### src/pic_pkg.sv
package pic_pkg;

    // ----------------------------------------
    // Register map (word byte addresses)
    // ----------------------------------------
    localparam logic [5:0] ADDR_FAST_CTRL = 6'h00;
    localparam logic [5:0] ADDR_REQ_LOW = 6'h04;
    localparam logic [5:0] ADDR_REQ_HIGH = 6'h08;
    localparam logic [5:0] ADDR_LEVEL_CFG0 = 6'h0c;
    localparam logic [5:0] ADDR_REQ_LEVEL = 6'h24;
    localparam logic [5:0] ADDR_SRC_NUM = 6'h28;
    localparam logic [5:0] ADDR_CUR_LEVEL = 6'h2c;
    localparam logic [2:0] NUM_LEVEL_CFG = 3'h6;

    // ----------------------------------------
    // Sizes and field positions
    // ----------------------------------------
    localparam int NUM_SRC = 24;
    localparam int LVL_W = 3;
    localparam int SRC_W = 5;
    localparam int REQ_LOW_W = 16;
    localparam int REQ_HIGH_W = 8;
    localparam int FAST_PEND_BIT = 0;
    localparam int FAST_PIN_BIT = 1;
    localparam int FAST_MASK_BIT = 2;
    localparam int SRC_PER_CFG = 4;
    localparam int CFG_FIELD_STRIDE = 4;

    // ----------------------------------------
    // Reset values
    // ----------------------------------------
    localparam logic FAST_MASK_RST = 1'h1;
    localparam logic [LVL_W-1:0] LEVEL_RST = 3'h0;
    localparam logic [SRC_W-1:0] SRC_RST = 5'h00;
    localparam logic [7:0] CUR_LEVEL_RST = 8'h00;
    localparam logic [31:0] READ_ZERO = 32'h0000_0000;

endpackage : pic_pkg

### src/pic_arb_if.sv
`timescale 1ns/10ps
`default_nettype none

// ----------------------------------------
// Arbiter request and result bundle
// ----------------------------------------
interface pic_arb_if;
    logic [pic_pkg::NUM_SRC-1:0] pending;
    logic [pic_pkg::NUM_SRC*pic_pkg::LVL_W-1:0] levels;
    logic [pic_pkg::LVL_W-1:0] cur_level;
    logic [pic_pkg::LVL_W-1:0] win_level;
    logic [pic_pkg::SRC_W-1:0] win_src;
    logic win_valid;

    modport ctrl (
        output pending,
        output levels,
        output cur_level,
        input win_level,
        input win_src,
        input win_valid
    );

    modport arb (
        input pending,
        input levels,
        input cur_level,
        output win_level,
        output win_src,
        output win_valid
    );
endinterface : pic_arb_if

`default_nettype wire

### src/pic_arbiter.sv
`timescale 1ns/10ps
`default_nettype none

module pic_arbiter (
    // Arbitration bundle
    pic_arb_if.arb arb_if
);

    // ----------------------------------------
    // Level then fixed priority selection
    // ----------------------------------------
    function automatic logic [pic_pkg::LVL_W+pic_pkg::SRC_W:0] pic_pick(
        input logic [pic_pkg::NUM_SRC-1:0] pend,
        input logic [pic_pkg::NUM_SRC*pic_pkg::LVL_W-1:0] lvls,
        input logic [pic_pkg::LVL_W-1:0] cur
    );
        logic [pic_pkg::LVL_W-1:0] best_lvl;
        logic [pic_pkg::SRC_W-1:0] best_src;
        logic [pic_pkg::LVL_W-1:0] lv;
        logic found;
        best_lvl = pic_pkg::LEVEL_RST;
        best_src = pic_pkg::SRC_RST;
        found = 1'b0;
        // Lower source number wins a tie: scan downward, take on >=
        for (int i = pic_pkg::NUM_SRC - 1; i >= 0; i--) begin
            lv = lvls[i*pic_pkg::LVL_W +: pic_pkg::LVL_W];
            if (pend[i] && lv != pic_pkg::LEVEL_RST && lv >= best_lvl) begin
                best_lvl = lv;
                best_src = pic_pkg::SRC_W'(i);
                found = 1'b1;
            end
        end
        return {found && (best_lvl > cur), best_lvl, best_src};
    endfunction : pic_pick

    wire [pic_pkg::LVL_W+pic_pkg::SRC_W:0] pick_w;
    assign pick_w = pic_pick(arb_if.pending, arb_if.levels, arb_if.cur_level);
    assign arb_if.win_valid = pick_w[pic_pkg::LVL_W+pic_pkg::SRC_W];
    assign arb_if.win_level = pick_w[pic_pkg::SRC_W +: pic_pkg::LVL_W];
    assign arb_if.win_src = pick_w[pic_pkg::SRC_W-1:0];

endmodule : pic_arbiter

`default_nettype wire

### src/pic_level_enc.sv
`timescale 1ns/10ps
`default_nettype none

module pic_level_enc (
    // Current-level bitmap in
    input wire logic [7:0] bitmap_i,
    // Highest set bit out
    output logic [pic_pkg::LVL_W-1:0] level_o
);

    // ----------------------------------------
    // Highest set bit, zero when none
    // ----------------------------------------
    function automatic logic [pic_pkg::LVL_W-1:0] pic_top_bit(input logic [7:0] m);
        logic [pic_pkg::LVL_W-1:0] r;
        r = pic_pkg::LEVEL_RST;
        for (int i = 0; i < 8; i++) begin
            if (m[i]) begin
                r = pic_pkg::LVL_W'(i);
            end
        end
        return r;
    endfunction : pic_top_bit

    assign level_o = pic_top_bit(bitmap_i);

endmodule : pic_level_enc

`default_nettype wire

### src/pic_ctrl.sv
`timescale 1ns/10ps
`default_nettype none

module pic_ctrl (
    // Clock and reset
    input wire logic clk_sys_i,
    input wire logic rst_n_i,
    // Avalon-MM slave
    input wire logic [5:0] avs_address_i,
    input wire logic avs_read_i,
    input wire logic avs_write_i,
    input wire logic [31:0] avs_writedata_i,
    output logic [31:0] avs_readdata_o,
    output logic avs_waitrequest_o,
    // Interrupt sources
    input wire logic ext_fast_input_n_i,
    input wire logic [pic_pkg::NUM_SRC-1:0] src_req_i,
    // Processor core requests
    output logic fast_request_out_n_o,
    output logic normal_request_out_n_o
);

    // ----------------------------------------
    // State
    // ----------------------------------------
    logic fast_pending_flag_ff;
    logic fast_mask_bit_ff;
    logic fast_pin_ff;
    logic [pic_pkg::NUM_SRC-1:0] req_flags_ff;
    logic [pic_pkg::NUM_SRC*pic_pkg::LVL_W-1:0] levels_ff;
    logic [pic_pkg::LVL_W-1:0] req_level_ff;
    logic [pic_pkg::SRC_W-1:0] src_num_ff;
    logic [7:0] cur_bitmap_ff;
    logic fast_out_n_ff;
    logic norm_out_n_ff;
    logic ack_ff;
    logic [31:0] rdata_ff;
    logic [pic_pkg::LVL_W-1:0] cur_level_w;

    // ----------------------------------------
    // Bus decode
    // ----------------------------------------
    wire access_w = (avs_read_i || avs_write_i) && !ack_ff;
    wire wr_w = avs_write_i && !ack_ff;
    wire rd_w = avs_read_i && !ack_ff;
    wire sel_fast_w = avs_address_i == pic_pkg::ADDR_FAST_CTRL;
    wire sel_low_w = avs_address_i == pic_pkg::ADDR_REQ_LOW;
    wire sel_high_w = avs_address_i == pic_pkg::ADDR_REQ_HIGH;
    wire sel_rlvl_w = avs_address_i == pic_pkg::ADDR_REQ_LEVEL;
    wire sel_src_w = avs_address_i == pic_pkg::ADDR_SRC_NUM;
    wire sel_cur_w = avs_address_i == pic_pkg::ADDR_CUR_LEVEL;
    wire [5:0] cfg_off_w = avs_address_i - pic_pkg::ADDR_LEVEL_CFG0;
    wire [2:0] cfg_idx_w = cfg_off_w[4:2];
    wire sel_cfg_w = avs_address_i >= pic_pkg::ADDR_LEVEL_CFG0 && cfg_off_w[1:0] == 2'h0
        && !cfg_off_w[5] && cfg_idx_w < pic_pkg::NUM_LEVEL_CFG;
    wire src_rd_w = rd_w && sel_src_w;

    // ----------------------------------------
    // Submodules
    // ----------------------------------------
    pic_arb_if arb_bus ();

    assign arb_bus.pending = req_flags_ff;
    assign arb_bus.levels = levels_ff;
    assign arb_bus.cur_level = cur_level_w;

    pic_arbiter u_arb (
        .arb_if(arb_bus)
    );

    pic_level_enc u_enc (
        .bitmap_i(cur_bitmap_ff),
        .level_o(cur_level_w)
    );

    // ----------------------------------------
    // Fast interrupt path
    // ----------------------------------------
    wire fast_fall_w = fast_pin_ff && !ext_fast_input_n_i;
    wire fast_clr_w = wr_w && sel_fast_w && avs_writedata_i[pic_pkg::FAST_PEND_BIT];
    wire nxt_fast_pend = fast_fall_w || (fast_pending_flag_ff && !fast_clr_w);
    wire nxt_fast_out_n = !(nxt_fast_pend && !fast_mask_bit_ff);

    always_ff @(posedge clk_sys_i or negedge rst_n_i) begin
        if (!rst_n_i) begin
            fast_pin_ff <= 1'h1;
            fast_pending_flag_ff <= 1'h0;
            fast_mask_bit_ff <= pic_pkg::FAST_MASK_RST;
            fast_out_n_ff <= 1'h1;
        end else begin
            fast_pin_ff <= ext_fast_input_n_i;
            fast_pending_flag_ff <= nxt_fast_pend;
            if (wr_w && sel_fast_w) begin
                fast_mask_bit_ff <= avs_writedata_i[pic_pkg::FAST_MASK_BIT];
            end
            fast_out_n_ff <= nxt_fast_out_n;
        end
    end

    // ----------------------------------------
    // Normal request flags
    // ----------------------------------------
    wire [pic_pkg::NUM_SRC-1:0] clr_mask_w = {
        (wr_w && sel_high_w) ? avs_writedata_i[pic_pkg::REQ_HIGH_W-1:0] : 8'h00,
        (wr_w && sel_low_w) ? avs_writedata_i[pic_pkg::REQ_LOW_W-1:0] : 16'h0000};
    wire [pic_pkg::NUM_SRC-1:0] nxt_req_flags = src_req_i | (req_flags_ff & ~clr_mask_w);

    always_ff @(posedge clk_sys_i or negedge rst_n_i) begin
        if (!rst_n_i) begin
            req_flags_ff <= '0;
        end else begin
            req_flags_ff <= nxt_req_flags;
        end
    end

    // ----------------------------------------
    // Level configuration, four 3-bit fields per word
    // ----------------------------------------
    always_ff @(posedge clk_sys_i or negedge rst_n_i) begin
        if (!rst_n_i) begin
            levels_ff <= '0;
        end else if (wr_w && sel_cfg_w) begin
            for (int k = 0; k < pic_pkg::SRC_PER_CFG; k++) begin
                levels_ff[(int'(cfg_idx_w)*pic_pkg::SRC_PER_CFG+k)*pic_pkg::LVL_W +: pic_pkg::LVL_W]
                    <= avs_writedata_i[k*pic_pkg::CFG_FIELD_STRIDE +: pic_pkg::LVL_W];
            end
        end
    end

    // ----------------------------------------
    // Published winner and current-level bitmap
    // ----------------------------------------
    wire [7:0] cur_set_w = src_rd_w ? (8'h01 << req_level_ff) : 8'h00;
    wire [7:0] cur_wr_w = (wr_w && sel_cur_w) ? avs_writedata_i[7:0] : cur_bitmap_ff;
    wire [7:0] nxt_cur_bitmap = cur_wr_w | cur_set_w;
    wire nxt_norm_out_n = !arb_bus.win_valid || src_rd_w;

    always_ff @(posedge clk_sys_i or negedge rst_n_i) begin
        if (!rst_n_i) begin
            req_level_ff <= pic_pkg::LEVEL_RST;
            src_num_ff <= pic_pkg::SRC_RST;
            cur_bitmap_ff <= pic_pkg::CUR_LEVEL_RST;
            norm_out_n_ff <= 1'h1;
        end else begin
            if (src_rd_w || !arb_bus.win_valid) begin
                req_level_ff <= pic_pkg::LEVEL_RST;
                src_num_ff <= pic_pkg::SRC_RST;
            end else begin
                req_level_ff <= arb_bus.win_level;
                src_num_ff <= arb_bus.win_src;
            end
            cur_bitmap_ff <= nxt_cur_bitmap;
            norm_out_n_ff <= nxt_norm_out_n;
        end
    end

    // ----------------------------------------
    // Level field of one source, zero past the last
    // ----------------------------------------
    function automatic logic [pic_pkg::LVL_W-1:0] pic_lvl_of(
        input logic [pic_pkg::NUM_SRC*pic_pkg::LVL_W-1:0] lvls,
        input int idx
    );
        return (idx < pic_pkg::NUM_SRC) ? lvls[idx*pic_pkg::LVL_W +: pic_pkg::LVL_W]
            : pic_pkg::LEVEL_RST;
    endfunction : pic_lvl_of

    // ----------------------------------------
    // Read data and one-wait-state handshake
    // ----------------------------------------
    wire [31:0] cfg_rd_w = {16'h0000,
        1'b0, pic_lvl_of(levels_ff, int'(cfg_idx_w)*4+3),
        1'b0, pic_lvl_of(levels_ff, int'(cfg_idx_w)*4+2),
        1'b0, pic_lvl_of(levels_ff, int'(cfg_idx_w)*4+1),
        1'b0, pic_lvl_of(levels_ff, int'(cfg_idx_w)*4)};
    wire [31:0] fast_rd_w = {29'h0000_0000, fast_mask_bit_ff, fast_pin_ff, fast_pending_flag_ff};
    wire [31:0] nxt_rdata = sel_fast_w ? fast_rd_w :
        sel_low_w ? {16'h0000, req_flags_ff[15:0]} :
        sel_high_w ? {24'h00_0000, req_flags_ff[23:16]} :
        sel_cfg_w ? cfg_rd_w :
        sel_rlvl_w ? {29'h0000_0000, req_level_ff} :
        sel_src_w ? {27'h000_0000, src_num_ff} :
        sel_cur_w ? {24'h00_0000, cur_bitmap_ff} : pic_pkg::READ_ZERO;

    always_ff @(posedge clk_sys_i or negedge rst_n_i) begin
        if (!rst_n_i) begin
            ack_ff <= 1'h0;
            rdata_ff <= pic_pkg::READ_ZERO;
        end else begin
            ack_ff <= access_w;
            if (rd_w) begin
                rdata_ff <= nxt_rdata;
            end
        end
    end

    assign avs_waitrequest_o = (avs_read_i || avs_write_i) && !ack_ff;
    assign avs_readdata_o = rdata_ff;
    assign fast_request_out_n_o = fast_out_n_ff;
    assign normal_request_out_n_o = norm_out_n_ff;

    // ----------------------------------------
    // Fast path checks
    // ----------------------------------------
    fast_set_edge_a: assert property (@(posedge clk_sys_i) disable iff (!rst_n_i)
        $past(fast_pin_ff) && !fast_pin_ff |-> fast_pending_flag_ff)
        else $error("Fast edge did not set pending flag");

    fast_out_drive_a: assert property (@(posedge clk_sys_i) disable iff (!rst_n_i)
        fast_pending_flag_ff && !fast_mask_bit_ff && !fast_clr_w |=> !fast_request_out_n_o)
        else $error("Fast request not asserted");

    fast_masked_idle_a: assert property (@(posedge clk_sys_i) disable iff (!rst_n_i)
        !fast_request_out_n_o |-> $past(fast_mask_bit_ff) == 1'b0)
        else $error("Fast request driven while masked");

    fast_clear_a: assert property (@(posedge clk_sys_i) disable iff (!rst_n_i)
        fast_clr_w && !fast_fall_w |=> !fast_pending_flag_ff)
        else $error("Fast flag not cleared");

    fast_clr_out_a: assert property (@(posedge clk_sys_i) disable iff (!rst_n_i)
        fast_clr_w && !fast_fall_w |=> fast_request_out_n_o)
        else $error("Fast request not dropped");

    fast_in_service_a: assert property (@(posedge clk_sys_i) disable iff (!rst_n_i)
        fast_pending_flag_ff && !fast_mask_bit_ff && !fast_clr_w && cur_bitmap_ff != 8'h00
        |=> !fast_request_out_n_o)
        else $error("Fast request gated by service level");

    fast_hold_a: assert property (@(posedge clk_sys_i) disable iff (!rst_n_i)
        !fast_fall_w && !fast_clr_w |=> fast_pending_flag_ff == $past(fast_pending_flag_ff))
        else $error("Fast flag changed without cause");

    fast_mask_wr_a: assert property (@(posedge clk_sys_i) disable iff (!rst_n_i)
        wr_w && sel_fast_w
        |=> fast_mask_bit_ff == $past(avs_writedata_i[pic_pkg::FAST_MASK_BIT]))
        else $error("Fast mask not written");

    // ----------------------------------------
    // Normal path checks
    // ----------------------------------------
    flag_clear_a: assert property (@(posedge clk_sys_i) disable iff (!rst_n_i)
        |clr_mask_w && !(|src_req_i) |=> (req_flags_ff & $past(clr_mask_w)) == '0)
        else $error("Request flag not cleared");

    flag_set_a: assert property (@(posedge clk_sys_i) disable iff (!rst_n_i)
        |src_req_i |=> (req_flags_ff & $past(src_req_i)) == $past(src_req_i))
        else $error("Request flag not set");

    flag_hold_a: assert property (@(posedge clk_sys_i) disable iff (!rst_n_i)
        clr_mask_w == '0 && src_req_i == '0 |=> $stable(req_flags_ff))
        else $error("Request flags changed without cause");

    norm_out_a: assert property (@(posedge clk_sys_i) disable iff (!rst_n_i)
        !normal_request_out_n_o |-> $past(req_flags_ff) != '0)
        else $error("Normal request without pending flag");

    norm_raise_a: assert property (@(posedge clk_sys_i) disable iff (!rst_n_i)
        arb_bus.win_valid && !src_rd_w |=> !normal_request_out_n_o)
        else $error("Normal request not raised");

    norm_idle_a: assert property (@(posedge clk_sys_i) disable iff (!rst_n_i)
        !arb_bus.win_valid |=> normal_request_out_n_o)
        else $error("Normal request without winner");

    src_read_cur_a: assert property (@(posedge clk_sys_i) disable iff (!rst_n_i)
        src_rd_w && !(wr_w && sel_cur_w) |=> cur_bitmap_ff[$past(req_level_ff)]
        ##0 normal_request_out_n_o)
        else $error("Source read did not set current bit");

    src_read_zero_a: assert property (@(posedge clk_sys_i) disable iff (!rst_n_i)
        src_rd_w |=> req_level_ff == pic_pkg::LEVEL_RST)
        else $error("Source read did not zero level");

    src_num_zero_a: assert property (@(posedge clk_sys_i) disable iff (!rst_n_i)
        src_rd_w |=> src_num_ff == pic_pkg::SRC_RST)
        else $error("Source read did not zero number");

    win_level_a: assert property (@(posedge clk_sys_i) disable iff (!rst_n_i)
        arb_bus.win_valid && !src_rd_w |=> req_level_ff == $past(arb_bus.win_level)
        && req_level_ff > $past(cur_level_w))
        else $error("Request level not published");

    cur_write_a: assert property (@(posedge clk_sys_i) disable iff (!rst_n_i)
        wr_w && sel_cur_w |=> cur_bitmap_ff == $past(avs_writedata_i[7:0]))
        else $error("Current-level bitmap not written");

    cur_hold_a: assert property (@(posedge clk_sys_i) disable iff (!rst_n_i)
        !src_rd_w && !(wr_w && sel_cur_w) |=> $stable(cur_bitmap_ff))
        else $error("Current-level bitmap changed without cause");

    cfg_hold_a: assert property (@(posedge clk_sys_i) disable iff (!rst_n_i)
        !(wr_w && sel_cfg_w) |=> $stable(levels_ff))
        else $error("Level fields changed without write");

    cfg_write_a: assert property (@(posedge clk_sys_i) disable iff (!rst_n_i)
        wr_w && sel_cfg_w |=> pic_lvl_of(levels_ff, int'($past(cfg_idx_w))*4)
        == $past(avs_writedata_i[pic_pkg::LVL_W-1:0]))
        else $error("Level field not written");

    // ----------------------------------------
    // Arbiter and level checks
    // ----------------------------------------
    win_mask_a: assert property (@(posedge clk_sys_i) disable iff (!rst_n_i)
        arb_bus.win_valid |-> arb_bus.win_level != pic_pkg::LEVEL_RST)
        else $error("Masked source won arbitration");

    win_above_a: assert property (@(posedge clk_sys_i) disable iff (!rst_n_i)
        arb_bus.win_valid |-> arb_bus.win_level > cur_level_w)
        else $error("Winner not above current level");

    win_source_a: assert property (@(posedge clk_sys_i) disable iff (!rst_n_i)
        arb_bus.win_valid |-> arb_bus.pending[arb_bus.win_src]
        && pic_lvl_of(levels_ff, int'(arb_bus.win_src)) == arb_bus.win_level)
        else $error("Winner level and source disagree");

    level_enc_a: assert property (@(posedge clk_sys_i) disable iff (!rst_n_i)
        (cur_bitmap_ff >> cur_level_w) == {7'h00, |cur_bitmap_ff}
        && (|cur_bitmap_ff || cur_level_w == pic_pkg::LEVEL_RST))
        else $error("Current level not highest bitmap bit");

endmodule : pic_ctrl

`default_nettype wire

### config.mk
export PLATFORM = sky130hd
export DESIGN_NAME = pic_ctrl
export DESIGN_NICKNAME = d
export VERILOG_FILES = /design/src/pic_pkg.sv /design/src/pic_arb_if.sv /design/src/pic_arbiter.sv /design/src/pic_level_enc.sv /design/src/pic_ctrl.sv
export SDC_FILE = /design/constraint.sdc
export NUM_CORES = 1
export LEC_CHECK = 0
export ABC_CLOCK_PERIOD_IN_PS = 68000
export BUFFER_PORTS_ARGS = -buffer_cell sky130_fd_sc_hd__buf_2
export CAP_MARGIN = 40
export CORE_MARGIN = 1
export CORE_UTILIZATION = 40
export CTS_CLUSTER_SIZE = 20
export DETAILED_ROUTE_END_ITERATION = 12
export PLACE_DENSITY_LB_ADDON = 0.2
export RECOVER_POWER = 100
export SLEW_MARGIN = 20
export SYNTH_ARGS = -nofsm -noshare
export SYNTH_HDL_FRONTEND = slang
export SYNTH_SLANG_ARGS = --single-unit
export TNS_END_PERCENT = 20
### constraint.sdc
create_clock -name clk_sys_i -period 68 [get_ports clk_sys_i]
set_input_delay 3.4 -clock clk_sys_i [delete_from_list [all_inputs] [get_ports clk_sys_i]]
set_output_delay 3.4 -clock clk_sys_i [all_outputs]
set_load 0.01 [all_outputs]
## After elaboration in Yosys (flattened, before gate mapping)

Cells that the tools add are included.

| storage, ports and cells | value |
|---|---|
| word-level logic and storage cells | 278 |
| input bits | 67 |
| output and inout port bits | 35 |
| register bits | 150 |

| operators by class | value |
|---|---|
| $mul | 4 |
| magnitude comparators | 31 |
| eq/ne operators | 5 |
| mux-type cells | 100 |
| shift-type cells | 13 |
| add/sub/neg operators | 8 |
| reductions and logical operators | 101 |
| bitwise operators | 4 |

Operators by type and width:

| cell | number |
|---|---|
| bitwise mux 72 bit | 4 |
| variable shift 3 x 33 -> 72 bit, first input constant | 4 |
| indexed part select 3 x 33 -> 72 bit | 4 |
| indexed part select 72 x 9 -> 3 bit | 3 |
| negation 32 -> 33 bit | 4 |
| two-way mux 5 bit | 25 |
| two-way mux 3 bit | 33 |
| nonzero test 3 bit | 24 |
| indexed part select 72 x 8 -> 3 bit | 1 |
| greater-or-equal comparator 3 bit | 23 |
| logical AND 1 bit | 65 |
| two-way mux 16 bit | 3 |
| two-way mux 8 bit | 6 |
| two-way mux 15 bit | 2 |
| two-way mux 1 bit | 25 |
| bitwise AND 24 bit | 1 |
| multiplier 6 x 2 -> 8 bit, second input constant | 3 |
| NOT 24 bit | 1 |
| bitwise OR 24 bit | 1 |
| == test 6 bit, second input constant | 3 |
| < comparator 6 x 5 -> 1 bit, second input constant | 3 |
| adder 5 x 2 -> 6 bit, second input constant | 2 |
| bitwise OR 8 bit | 1 |
| left shift 1 x 3 -> 8 bit, first input constant | 1 |
| 15 further kinds | 24 |

## Logic depth before layout (Yosys ltp)

Gate-level depths: netlist of run 1.

| depth | value |
|---|---|
| depth after elaboration | 78 |
| mapped depth | 188 |

## By module

Synthesis of run 1 repeated with hierarchy kept, for this count alone.

| second synthesis, totals | value |
|---|---|
| cell total of the unflattened synthesis | 1,853 |
| area total of the unflattened synthesis | 14,196.1 um^2 |

By module, submodules not included:

| module | cells an instance | area each (um^2) | instances |
|---|---|---|---|
| pic_ctrl | 1,220 | 10,092.2 | 1 |
| pic_arbiter | 623 | 4,058.9 | 1 |
| pic_level_enc | 10 | 45.0 | 1 |

## Least setup slack after synthesis of run 1

No wires, ideal clock.

| timing | value |
|---|---|
| path kind | reg-to-reg |
| from | register req_flags_ff, in the netlist arb_bus.pending[23] |
| to | register src_num_ff[0] (netlist name) |
| path buffers | 0 |
| library setup time | 0.094 ns |
| data required time | 67.906 ns |
| path slack | 36.075 ns |
| stages on the path, launching flop included | 179 |
| data arrival time | 31.831 ns |
| path through | dfrtp_1 -> nand2_1 -> ha_1 -> nand2_1 -> o21ai_4 -> nand2_1 -> o21ai_0 -> ha_1 -> nor2b_1 -> o31ai_1 -> o31ai_1 -> a21oi_1 -> ha_1 -> nand2b_1 -> o21bai_1 -> o211a_1 -> o31ai_1 -> nor2_1 -> [... 143 more ...] -> nand2b_1 -> a21oi_1 -> nor2b_1 -> o21ai_0 -> nor2_1 -> nor2_1 -> inv_1 -> a2111oi_2 -> nor2_1 -> ha_1 -> inv_1 -> a21o_1 -> a21oi_1 -> a31oi_1 -> nand2_1 -> a21o_1 -> a41o_2 -> a211oi_1 |

| on the way | value |
|---|---|
| cells in the longest elaborated chain, start to end | 77 |

Ends and longest elaborated chain:

| what | line | text |
|---|---|---|
| start: declaration | pic_ctrl.sv:29 | `logic [pic_pkg::NUM_SRC-1:0] req_flags_ff;` |
| start signal: assignment | pic_ctrl.sv:112 | `req_flags_ff <= nxt_req_flags;` |
| logical AND 1 bit * (2 in series) | pic_arbiter.sv:27 | `if (pend[i] && lv != pic_pkg::LEVEL_RST && lv >= best_lvl) begin` |
| two-way mux 3 bit | pic_arbiter.sv:27 |  |
| greater-or-equal comparator 3 bit | pic_arbiter.sv:27 |  |
| logical AND 1 bit | pic_arbiter.sv:27 |  |
| two-way mux 3 bit | pic_arbiter.sv:27 |  |
| greater-or-equal comparator 3 bit | pic_arbiter.sv:27 |  |
| logical AND 1 bit | pic_arbiter.sv:27 |  |
| two-way mux 3 bit | pic_arbiter.sv:27 |  |
| [... 61 more ...] | -- |  |
| logical AND 1 bit | pic_arbiter.sv:27 |  |
| two-way mux 3 bit | pic_arbiter.sv:27 |  |
| > comparator 3 bit | pic_arbiter.sv:33 | `return {found && (best_lvl > cur), best_lvl, best_src};` |
| logical AND 1 bit * | pic_arbiter.sv:33 |  |
| zero test 1 bit * | -- |  |
| logical OR 1 bit * | -- |  |
| via nxt_norm_out_n | pic_ctrl.sv:136 | `wire nxt_norm_out_n = !arb_bus.win_valid \|\| src_rd_w;` |
| two-way mux 5 bit * | pic_ctrl.sv:145 | `if (src_rd_w \|\| !arb_bus.win_valid) begin` |
| end signal: assignment | pic_ctrl.sv:141 | `src_num_ff <= pic_pkg::SRC_RST;` |
| end signal: assignment | pic_ctrl.sv:147 | `src_num_ff <= pic_pkg::SRC_RST;` |
| end signal: assignment | pic_ctrl.sv:150 | `src_num_ff <= arb_bus.win_src;` |
| end: declaration | pic_ctrl.sv:32 | `logic [pic_pkg::SRC_W-1:0] src_num_ff;` |

Mark *: on every way through the listed nets, which the timed path passes. The rest lies on a longest branch.
A chain may end at the register's enable or synchronous reset.

## Final worst setup path of run 1

| timing | value |
|---|---|
| from | register req_flags_ff, in the netlist arb_bus.pending[23] |
| to | register src_num_ff[1] (netlist name) |

Same word-level chain as after synthesis.

==> qor.txt, run 1 <==
# diodes: 0
core area: 26,880 um2
Die H: 167.4 um
Final nets: 1,564
Sequential Area: 3358 um2
share of cells above drive strength 1: 10.21%
total power draw: 0.0003808 W
clk slew on worst S/H paths: 0.06 ns
Die W: 167.4 um
htree depth: 4
Sink Count: 134
Final Hold Viols: 0
initial antenna violation count: 0
critical path's largest stage delay: 0.89 ns
final setup vio count: 0
Via density: 6.188
vias in the first global route: 10,280
postcts setup bufs: 0
Slew HR: -139.9%
max-slew violation count: 183
GPL Wtd Cong: 0.9408
die area: 28,030 um2
failing checks: design-rule violations, max-capacitance violations, max-slew violations
commonest non-fill, non-tap cell in the layout: nand2_1
CP Data Required Time: 68.34 ns
Ports: 102
CP dominant cell by count: ha_1
Mapped Cells: 1,408
Synth cell types: 107
Hold Path Class: flop to flop
Async SR Flop Fraction: 100.0%
Initial Util: 40.72%
main combinational cell family by area after synthesis: compound AO/OA/AOI/OAI gates
Multi-input gate area: 7066 um2
Clk Latency, worst-skew pair: 0.44 ns
Setup WS post-layout: 28.88 ns
final core occ: 44.97%
placed wire-length estimate: 30,230 um
Post-DP Area: 11,570 um2
Clock Skew: 0.008099 ns
Port Buffers: 69
type of origin of the critical path: flop
RSZ-0062 raised after global routing: false
CTS Buf Count: 17
CTS tree: done
setup tns final: 0 ns
CP endpoint kind: flop
Syn Std Cell Area: 10,940 um2
final non-filler cell area: 12,090 um2
Max Fclk: 25.56 MHz
Avg Cell Area, Syn: 7.773 um2
post-synthesis compound-gate area fraction: 28.98%
Vias: 11,200
GRT Overall Usage: 28.04%
Synth Area in XOR/XNOR: 0.4802%
WP data arrival: 39.46 ns
post-synthesis mux area share: 4.927%
DP Worst Slack: 31.26 ns
R2R Setup Slk: 28.88 ns
# rows: 60
Yosys reg bits: 134
minimum clock period: 39.12 ns
Max VDD drop: 16.84 uV
pwr/cell area: 31.51 nW/um2
Most used DFF post-synth: dfrtp_1
largest net degree at the start of global routing: 67
cts-stage hold buffer count: 0
global-route wire length before repair: 60,090 um
commonest cells after routing, fill and taps aside: nand2_1, nor2_1, dfrtp_1
crit path kind: flop to flop
WL per Instance: 21.63 um
Resize count post-CTS: 0
Seq/Total Area, Yosys: 30.68%
Post-synth EDFFs: 0
fin crit share: 57.53%
DRC viols: 1
Simple-Gate Fraction of Synth Area: 25.05%
worst-path fanout max: 8
Pre-Repair DR Iteration Count: 9
Area Growth Syn to Fin: 10.44%
Max-Cap Viols: 4
Max Buffers Root-to-Sink: 2
final WL: 39,150 um
Clock Tree Root: clkbuf_16
Worst Tran Pin Value: 3.598 ns
Critical Path Slowest Stage Cell: a2111oi_0
filler instances: 2,708
synth warn: 0
Congestion Overflow GR: 0
Post-DRT Antenna Nets: 0
leak pwr: 5.008 nW
Starting DRT DRC Count: 1,170
status: complete, but fails checks
Post-Synth Adder-Cell Area: 5.053%
==> worst paths after layout <==
kind | depth (start not counted) | end | startpoint
max in group asynchronous | 3 | arb_bus.levels[28] | rst_n_i
worst min register to register | 2 | avs_readdata_o[3] | avs_readdata_o[3]
min in group asynchronous | 1 | arb_bus.pending[20] | rst_n_i
worst min-delay path | 2 | avs_readdata_o[3] | avs_readdata_o[3]
worst max register to register | 182 | src_num_ff[1] | arb_bus.pending[23]
worst max-delay path | 182 | src_num_ff[1] | arb_bus.pending[23]
==> report_power, final <==
group	switching [W]	total, W	leakage [nW]	internal, W
Clock	0.0000394	0.000106	0.318	0.0000664
Sequential	0.0000142	0.000103	1.62	0.0000892
Combinational	0.000104	0.000172	3.07	0.0000673
Total	0.000158	0.000381	5.01	0.000223
==> Yosys cell counts (all sizes together), types with 28 or more instances <==
cell type	number	area share, %
ha	41	4.7
nor3	35	1.6
clkbuf	38	1.3
inv	54	1.9
a21o	39	2.7
nand3	53	2.6
nor2	144	4.9
buf	28	1.6
o21ai	113	5.3
nand2b	29	1.7
dfrtp	130	30
nand2	240	8.2
a21oi	125	5.9
==> worst max-delay path, delay by kind of cell, from the launching register on <==
family | cells | cell delay, ns
AO/OA/AOI/OAI | 78 | 19.00
multiplexers | 4 | 1.55
buffers and inverters | 5 | 0.41
flip-flops | 1 | 0.50
adder cells (fa/ha/maj) | 26 | 6.72
AND/OR/NAND/NOR | 69 | 10.79
==> sequential cells by signal (all words and copies together) (netlist names) <==
name                    flops
src_num_ff                  5
fast_request_out_n_o        1
arb_bus.levels             72
fast_pin_ff                 1
avs_readdata_o             16
ack_ff                      1
cur_bitmap_ff               8
normal_request_out_n_o      1
fast_mask_bit_ff            1
arb_bus.pending            24
req_level_ff                3
fast_pending_flag_ff        1
==> routing by layer <==
layer / share of wire (%) / vias up / GRT usage (%)
li1: - / 5219 / -
met1: 45 / 5381 / 39.56
met2: 44 / 518 / 43.48
met3: 8.0 / 83 / 4.940
met4: 3.0 / 0 / 8.815
met5: 0 / - / 0
==> kinds of logic after synthesis <==
| group | count (synthesis) |
|---|---|
| other | 1 |
| AND/OR/NAND/NOR | 593 |
| AO/OA/AOI/OAI | 470 |
| buffers and inverters | 121 |
| multiplexers | 38 |
| XOR/XNOR | 6 |
| flip-flops | 134 |
| adder cells (fa/ha/maj) | 45 |
==> area by class of cell <==
type | instances | share of cell area, %
Multi-Input combinational cell | 1168 | 58.46
Sequential cell | 134 | 27.78
Clock buffer | 18 | 3.634
Tap cell | 341 | 3.530
Timing Repair Buffer | 80 | 3.075
Clock inverter | 14 | 1.812
Inverter | 55 | 1.708
==> stage by stage <==
stage | hold WS [ns] | instances
finish | 0.4874 | 1810
global route | 0.5077 | 1810
CTS | 0.4796 | 1808
detailed placement | 0.4671 | 1776
global placement | 0.4580 | 1771
floorplan | 0.4706 | 1423
Note: power is estimated with default switching activity, not from simulation.
==> run 2: changes to the inputs <==
--- a/config.mk
+++ b/config.mk
@@ -5,7 +5,8 @@
 export SDC_FILE = /design/constraint.sdc
 export NUM_CORES = 1
 export LEC_CHECK = 0
-export ABC_CLOCK_PERIOD_IN_PS = 68000
+export ABC_AREA = 1
+export ABC_CLOCK_PERIOD_IN_PS = 32299
 export BUFFER_PORTS_ARGS = -buffer_cell sky130_fd_sc_hd__buf_2
 export CAP_MARGIN = 40
 export CORE_MARGIN = 1
==> constraint.sdc (replaced) <==
create_clock -name clk_sys_i -period 32.3 [get_ports clk_sys_i]
set_input_delay 1.615 -clock clk_sys_i [delete_from_list [all_inputs] [get_ports clk_sys_i]]
set_output_delay 1.615 -clock clk_sys_i [all_outputs]
set_load 0.01 [all_outputs]
==> run 2 against run 1 <==
  * Area after synthesis shrank 2.8%
  * Sequential power grew 100%
  * Flip-flop and latch count is the same
  * Final area shrank 2.2%
  * The flow finishes with violations (max-capacitance violations, max-slew violations)
  * Largest power group unchanged
==> qor.txt, run 2 <==
commonest non-fill, non-tap cell in the layout: nand2_1
WP data arrival: 26.36 ns
final WL: 40,060 um
Via density: 5.605
Clock Tree Root: clkbuf_16
Avg Cell Area, Syn: 6.988 um2
max FFs per register: 72
Critical Path Slowest Stage Cell: a221oi_1
clk slew on worst S/H paths: 0.07 ns
# rows: 59
Hold Path Class: flop to flop
Synth cell types: 61
Syn Std Cell Area: 10,640 um2
cts-stage hold buffer count: 0
status: complete, but fails checks
Pre-Repair DR Iteration Count: 7
global-route wire length before repair: 59,310 um
minimum clock period: 26.06 ns
Crit. Startpoint: arb_bus.levels[71]
initial antenna violation count: 2
type of origin of the critical path: flop
Non-Filler Instances: 1,941
die area: 27,260 um2
setup tns final: 0 ns
CP endpoint kind: flop
Starting DRT DRC Count: 992
Yosys reg bits: 134
DP Worst Slack: 6.827 ns
GPL Wtd Cong: 0.9808
leak pwr: 5.536 nW
Final Hold Viols: 0
Max VDD drop: 56.36 uV
share of cells above drive strength 1: 13.02%
CP dominant cell by count: nand2_1
Worst Hold Launch: fast_mask_bit_ff
CP Data Required Time: 32.61 ns
WL per Instance: 20.64 um
Vias: 10,880
Post-DRT Antenna Nets: 0
max-slew violation count: 188
Max Fclk: 38.38 MHz
Max Buffers Root-to-Sink: 2
Clk Latency, worst-skew pair: 0.44 ns
Slew HR: -175.8%
Port Buffers: 69
most frequent cell after synthesis: nand2_1
failing checks: max-capacitance violations, max-slew violations
worst-path fanout max: 7
Ports: 102
cell taking the most area after synthesis: dfrtp_1
pwr/cell area: 80.66 nW/um2
Seq/Total Area, Yosys: 31.55%
Sink Count: 134
top cells by area, synth: dfrtp_1, nand2_1, inv_1
DRC viols: 0
Initial Util: 40.84%
Die W: 165.1 um
Congestion Overflow GR: 0
Most used DFF post-synth: dfrtp_1
final setup vio count: 0
Synth top area share: 30.57%
CTS tree: done
vias in the first global route: 9,925
Final nets: 1,700
Mapped Cells: 1,523
CTS Buf Count: 17
placed wire-length estimate: 31,820 um
top cells by count, synth: nand2_1, inv_1, o21ai_0
RSZ-0062 raised after global routing: false
fin crit share: 80.67%
Worst Tran Pin Value: 4.137 ns
postcts setup bufs: 0
Post-synth EDFFs: 0
# placed instances: 1,906
crit path kind: flop to flop
Max-Cap Viols: 3
Setup WS post-layout: 6.245 ns
Resize count post-CTS: 0
htree depth: 4
largest net degree at the start of global routing: 76
commonest cells after routing, fill and taps aside: nand2_1, inv_1, o21ai_0
reg-to-reg critical path startpoint: arb_bus.levels[71]
synth warn: 0
critical path's largest stage delay: 0.75 ns
Clock Skew: 0.01206 ns
Async SR Flop Fraction: 100.0%
Area Growth Syn to Fin: 11.10%
Die H: 165.1 um
core area: 26,060 um2
GRT Overall Usage: 29.90%
## run 2: changes by cell type after synthesis, sizes merged, moves of 17 or more
cell | before | now
nand3 | 53 | 144
o21ai | 113 | 168
mux2i | 19 | 2
a21oi | 125 | 95
inv | 54 | 215
clkinv | 1 | 18
nor2 | 144 | 109
a21o | 39 | 6
nand2b | 29 | 0
nand2 | 240 | 379
## run 2: final cells by class
class | count | area, um2
sequential | 134 | 3358
clock inverter | 14 | 163.9
inverter | 234 | 900.9
fill | 2803 | 14230
clock buffer | 18 | 439.2
tap | 335 | 419.2
timing repair buffer | 79 | 360.3
antenna | 1 | 2.502
multi-input combinational | 1126 | 6180
## run 2: cell families (layout without fill, tap and decap cells)
logic type / count (synthesis) / count (layout) / synth area share, %
adder cells (fa/ha/maj): 41 / 41 / 4.820
flip-flops: 134 / 134 / 31.55
XOR/XNOR: 2 / 2 / 0.1646
AND/OR/NAND/NOR: 697 / 697 / 32.02
buffers and inverters: 278 / 345 / 10.58
other: 1 / 17 / 0.03524
AO/OA/AOI/OAI: 367 / 367 / 20.53
multiplexers: 3 / 3 / 0.2939
## run 2: power by group
part           internal, W  switching, W  total, W
registers         0.000191     0.0000194  0.000211
clock network     0.000118     0.0000865  0.000204
logic             0.000181      0.000358  0.000539
total             0.000490      0.000464  0.000954
## run 2: layer usage
metal / global-route usage (%) / wire length (um) / vias to the layer above / share of wire [%]
li1: - / - / 5229 / -
met2: 47.20 / 18070 / 440 / 45
met1: 41.16 / 17940 / 5138 / 45
met4: 10.88 / 1205 / 0 / 3.0
met3: 4.620 / 2845 / 73 / 7.1
met5: 0 / 0 / - / 0
## run 2: per-stage QoR
stage | utilization (%) | total power (W) | area, um2 | hold slack [ns]
after global placement | 43.37 | 0.0007404 | 11300 | 0.4618
after floorplan | - | 0.0006215 | 10700 | 0.4401
after detailed placement | 43.39 | 0.0007547 | 11310 | 0.4679
final | 45.37 | 0.0009536 | 11820 | 0.4749
after global routing | 45.36 | 0.001027 | 11820 | 0.5007
after CTS | 45.71 | 0.0009615 | 11910 | 0.4791
## run 2: critical path: cells and delay by family, from the launching register on
kind                       cells  cell delay (ns)
adders and majority gates     24             7.14
DFF                            1             0.41
AOI/OAI and AO/OA             39             6.50
buffers and inverters         36             2.10
and+or+nand+nor              102             9.73
## run 2: final timing paths
check                                  endpoint  depth (start not counted)  slack, ns
min in group asynchronous       req_level_ff[1]                          1       2.61
max                               src_num_ff[1]                        201       6.24
max reg2reg                       src_num_ff[1]                        201       6.24
min reg2reg                fast_request_out_n_o                          2       0.47
min                        fast_request_out_n_o                          2       0.47
max in group asynchronous    arb_bus.levels[44]                          3      25.06
==> run 3: changes to the inputs <==
--- a/config.mk
+++ b/config.mk
@@ -6,7 +6,7 @@
 export NUM_CORES = 1
 export LEC_CHECK = 0
 export ABC_AREA = 1
-export ABC_CLOCK_PERIOD_IN_PS = 32299
+export ABC_CLOCK_PERIOD_IN_PS = 24000
 export BUFFER_PORTS_ARGS = -buffer_cell sky130_fd_sc_hd__buf_2
 export CAP_MARGIN = 40
 export CORE_MARGIN = 1
==> constraint.sdc (replaced) <==
create_clock -name clk_sys_i -period 24 [get_ports clk_sys_i]
set_input_delay 1.2 -clock clk_sys_i [delete_from_list [all_inputs] [get_ports clk_sys_i]]
set_output_delay 1.2 -clock clk_sys_i [all_outputs]
set_load 0.01 [all_outputs]
==> run 3 against run 2 <==
  * Sequential share of layout area shrank 2.3 points
  * The flow still finishes with violations (max-capacitance violations, max-slew violations)
  * Largest cell class unchanged
  * Final area grew 8.7%
  * Clock-buffer cell count shrank 1
  * Highest routed layer unchanged
  * Critical path depth grew 10
  * Critical path type unchanged
  * Largest power group unchanged
==> qor.txt, run 3 (synthesis results as in run 2) <==
Crit. Startpoint: arb_bus.levels[71]
crit path kind: flop to flop
Die W: 165.1 um
Max Buffers Root-to-Sink: 2
type of origin of the critical path: flop
final WL: 41,360 um
clk slew on worst S/H paths: 0.07 ns
CP dominant cell by count: nand2_2
Sink Count: 134
DP Worst Slack: -0.5007 ns
total power draw: 0.001581 W
Hold Path Class: flop to flop
Post-DRT Antenna Nets: 0
leak pwr: 6.017 nW
Starting DRT DRC Count: 1,155
CTS Buf Count: 17
Clock Tree Root: clkbuf_16
max-slew violation count: 224
Setup WS post-layout: 1.359 ns
Congestion Overflow GR: 0
share of cells above drive strength 1: 22.06%
failing checks: max-capacitance violations, max-slew violations
CP delay by family, top: simple AND/OR/NAND/NOR gates
commonest non-fill, non-tap cell in the layout: nand2_1
vias in the first global route: 10,350
GPL Wtd Cong: 1.011
critical path's largest stage delay: 0.40 ns
Worst path depth: 211
minimum clock period: 22.64 ns
initial antenna violation count: 1
WP data arrival: 22.99 ns
core area: 26,060 um2
Reg-to-Reg End: src_num_ff[2]
DRC viols: 0
Buf/Inv on CP: 40
CP endpoint kind: flop
worst setup path endpoint: src_num_ff[2]
global-route wire length before repair: 60,570 um
Area Growth Syn to Fin: 20.77%
Vias: 11,280
Ports: 102
CTS tree: done
Reg2Reg Depth: 211
Pre-Repair DR Iteration Count: 8
R2R Setup Slk: 1.36 ns
htree depth: 4
final setup vio count: 0
cts-stage hold buffer count: 0
Max-Cap Viols: 5
Slew HR: -154.5%
Final nets: 1,772
fin crit share: 94.34%
Initial Util: 40.84%
status: complete, but fails checks
# rows: 59
Max Fclk: 44.17 MHz
GRT Overall Usage: 30.44%
commonest cells after routing, fill and taps aside: nand2_1, inv_1, o21ai_0
WL per Instance: 20.56 um
worst-path fanout max: 7
Clk Latency, worst-skew pair: 0.44 ns
Max VDD drop: 74.80 uV
Critical Path Slowest Stage Cell: dfrtp_1
largest net degree at the start of global routing: 69
Non-Filler Instances: 2,012
reg-to-reg critical path startpoint: arb_bus.levels[71]
final core occ: 49.33%
Worst Tran Pin Value: 3.818 ns
Via density: 5.605
max FFs per register: 72
# placed instances: 1,936
placed wire-length estimate: 31,860 um
Port Buffers: 69
Die H: 165.1 um
CP Data Required Time: 24.35 ns
Clock Skew: 0.01291 ns
die area: 27,260 um2
Final Hold Viols: 0
# diodes: 0
pwr/cell area: 123.0 nW/um2
==> run 3: changes by cell type in the layout (fill, tap and decap cells not counted), sizes merged <==
cell      change
inv           +7
bufinv        -1
clkinvlp      -2
diode         -1
clkinv        -3
clkbuf        -2
buf          +73
==> run 3: worst min-delay path by stage <==
stage                     startpoint              endpoint  slack, ns  cells after the start
detailed placement  fast_mask_bit_ff  fast_request_out_n_o       0.46                      2
CTS                 fast_mask_bit_ff  fast_request_out_n_o       0.46                      2
floorplan           fast_mask_bit_ff  fast_request_out_n_o       0.44                      2
global placement    fast_mask_bit_ff  fast_request_out_n_o       0.46                      2
global route        fast_mask_bit_ff  fast_request_out_n_o       0.50                      2
finish              fast_mask_bit_ff  fast_request_out_n_o       0.46                      2
==> run 3: final cells by class <==
class / instances / area, um2
fill: 2697 / 13210
multi-input combinational: 1126 / 6690
sequential: 134 / 3358
timing repair buffer: 151 / 902.1
inverter: 234 / 900.9
clock buffer: 17 / 425.4
tap: 335 / 419.2
clock inverter: 15 / 157.7
==> run 3: report_power, final <==
part           switching (W)  internal [W]
clock network       0.000122      0.000147
registers          0.0000265      0.000257
logic               0.000596      0.000432
total               0.000744      0.000836
==> run 3: worst min-delay path, stage by stage (launching register included) <==
cell	delay, ns
dfstp_2	0.38
inv_1	0.05
nand2_1	0.05
==> run 3: layer usage <==
layer | vias to the layer above | track usage (%) | wire, um
met3 | 84 | 5.544 | 3420
met5 | - | 0 | 0
met1 | 5340 | 41.04 | 17790
li1 | 5375 | - | -
met2 | 479 | 48.46 | 18820
met4 | 0 | 10.97 | 1325
==> run 3: stage by stage <==
stage	area [um2]	TNS, ns	hold WS [ns]
4_1_cts	12170	0	0.4640
5_1_grt	12850	-1.678	0.5022
3_5_place_dp	11550	-3.713	0.4623
3_3_place_gp	11520	-0.2834	0.4632
6_report	12850	0	0.4613
2_1_floorplan	10700	0	0.4401
==> run 3: repair_timing <==
item,in CTS,in global routing
pin swaps,3,98
resized for setup,10,120
endpoints found under the setup margin,9,9
buffers inserted,2,41
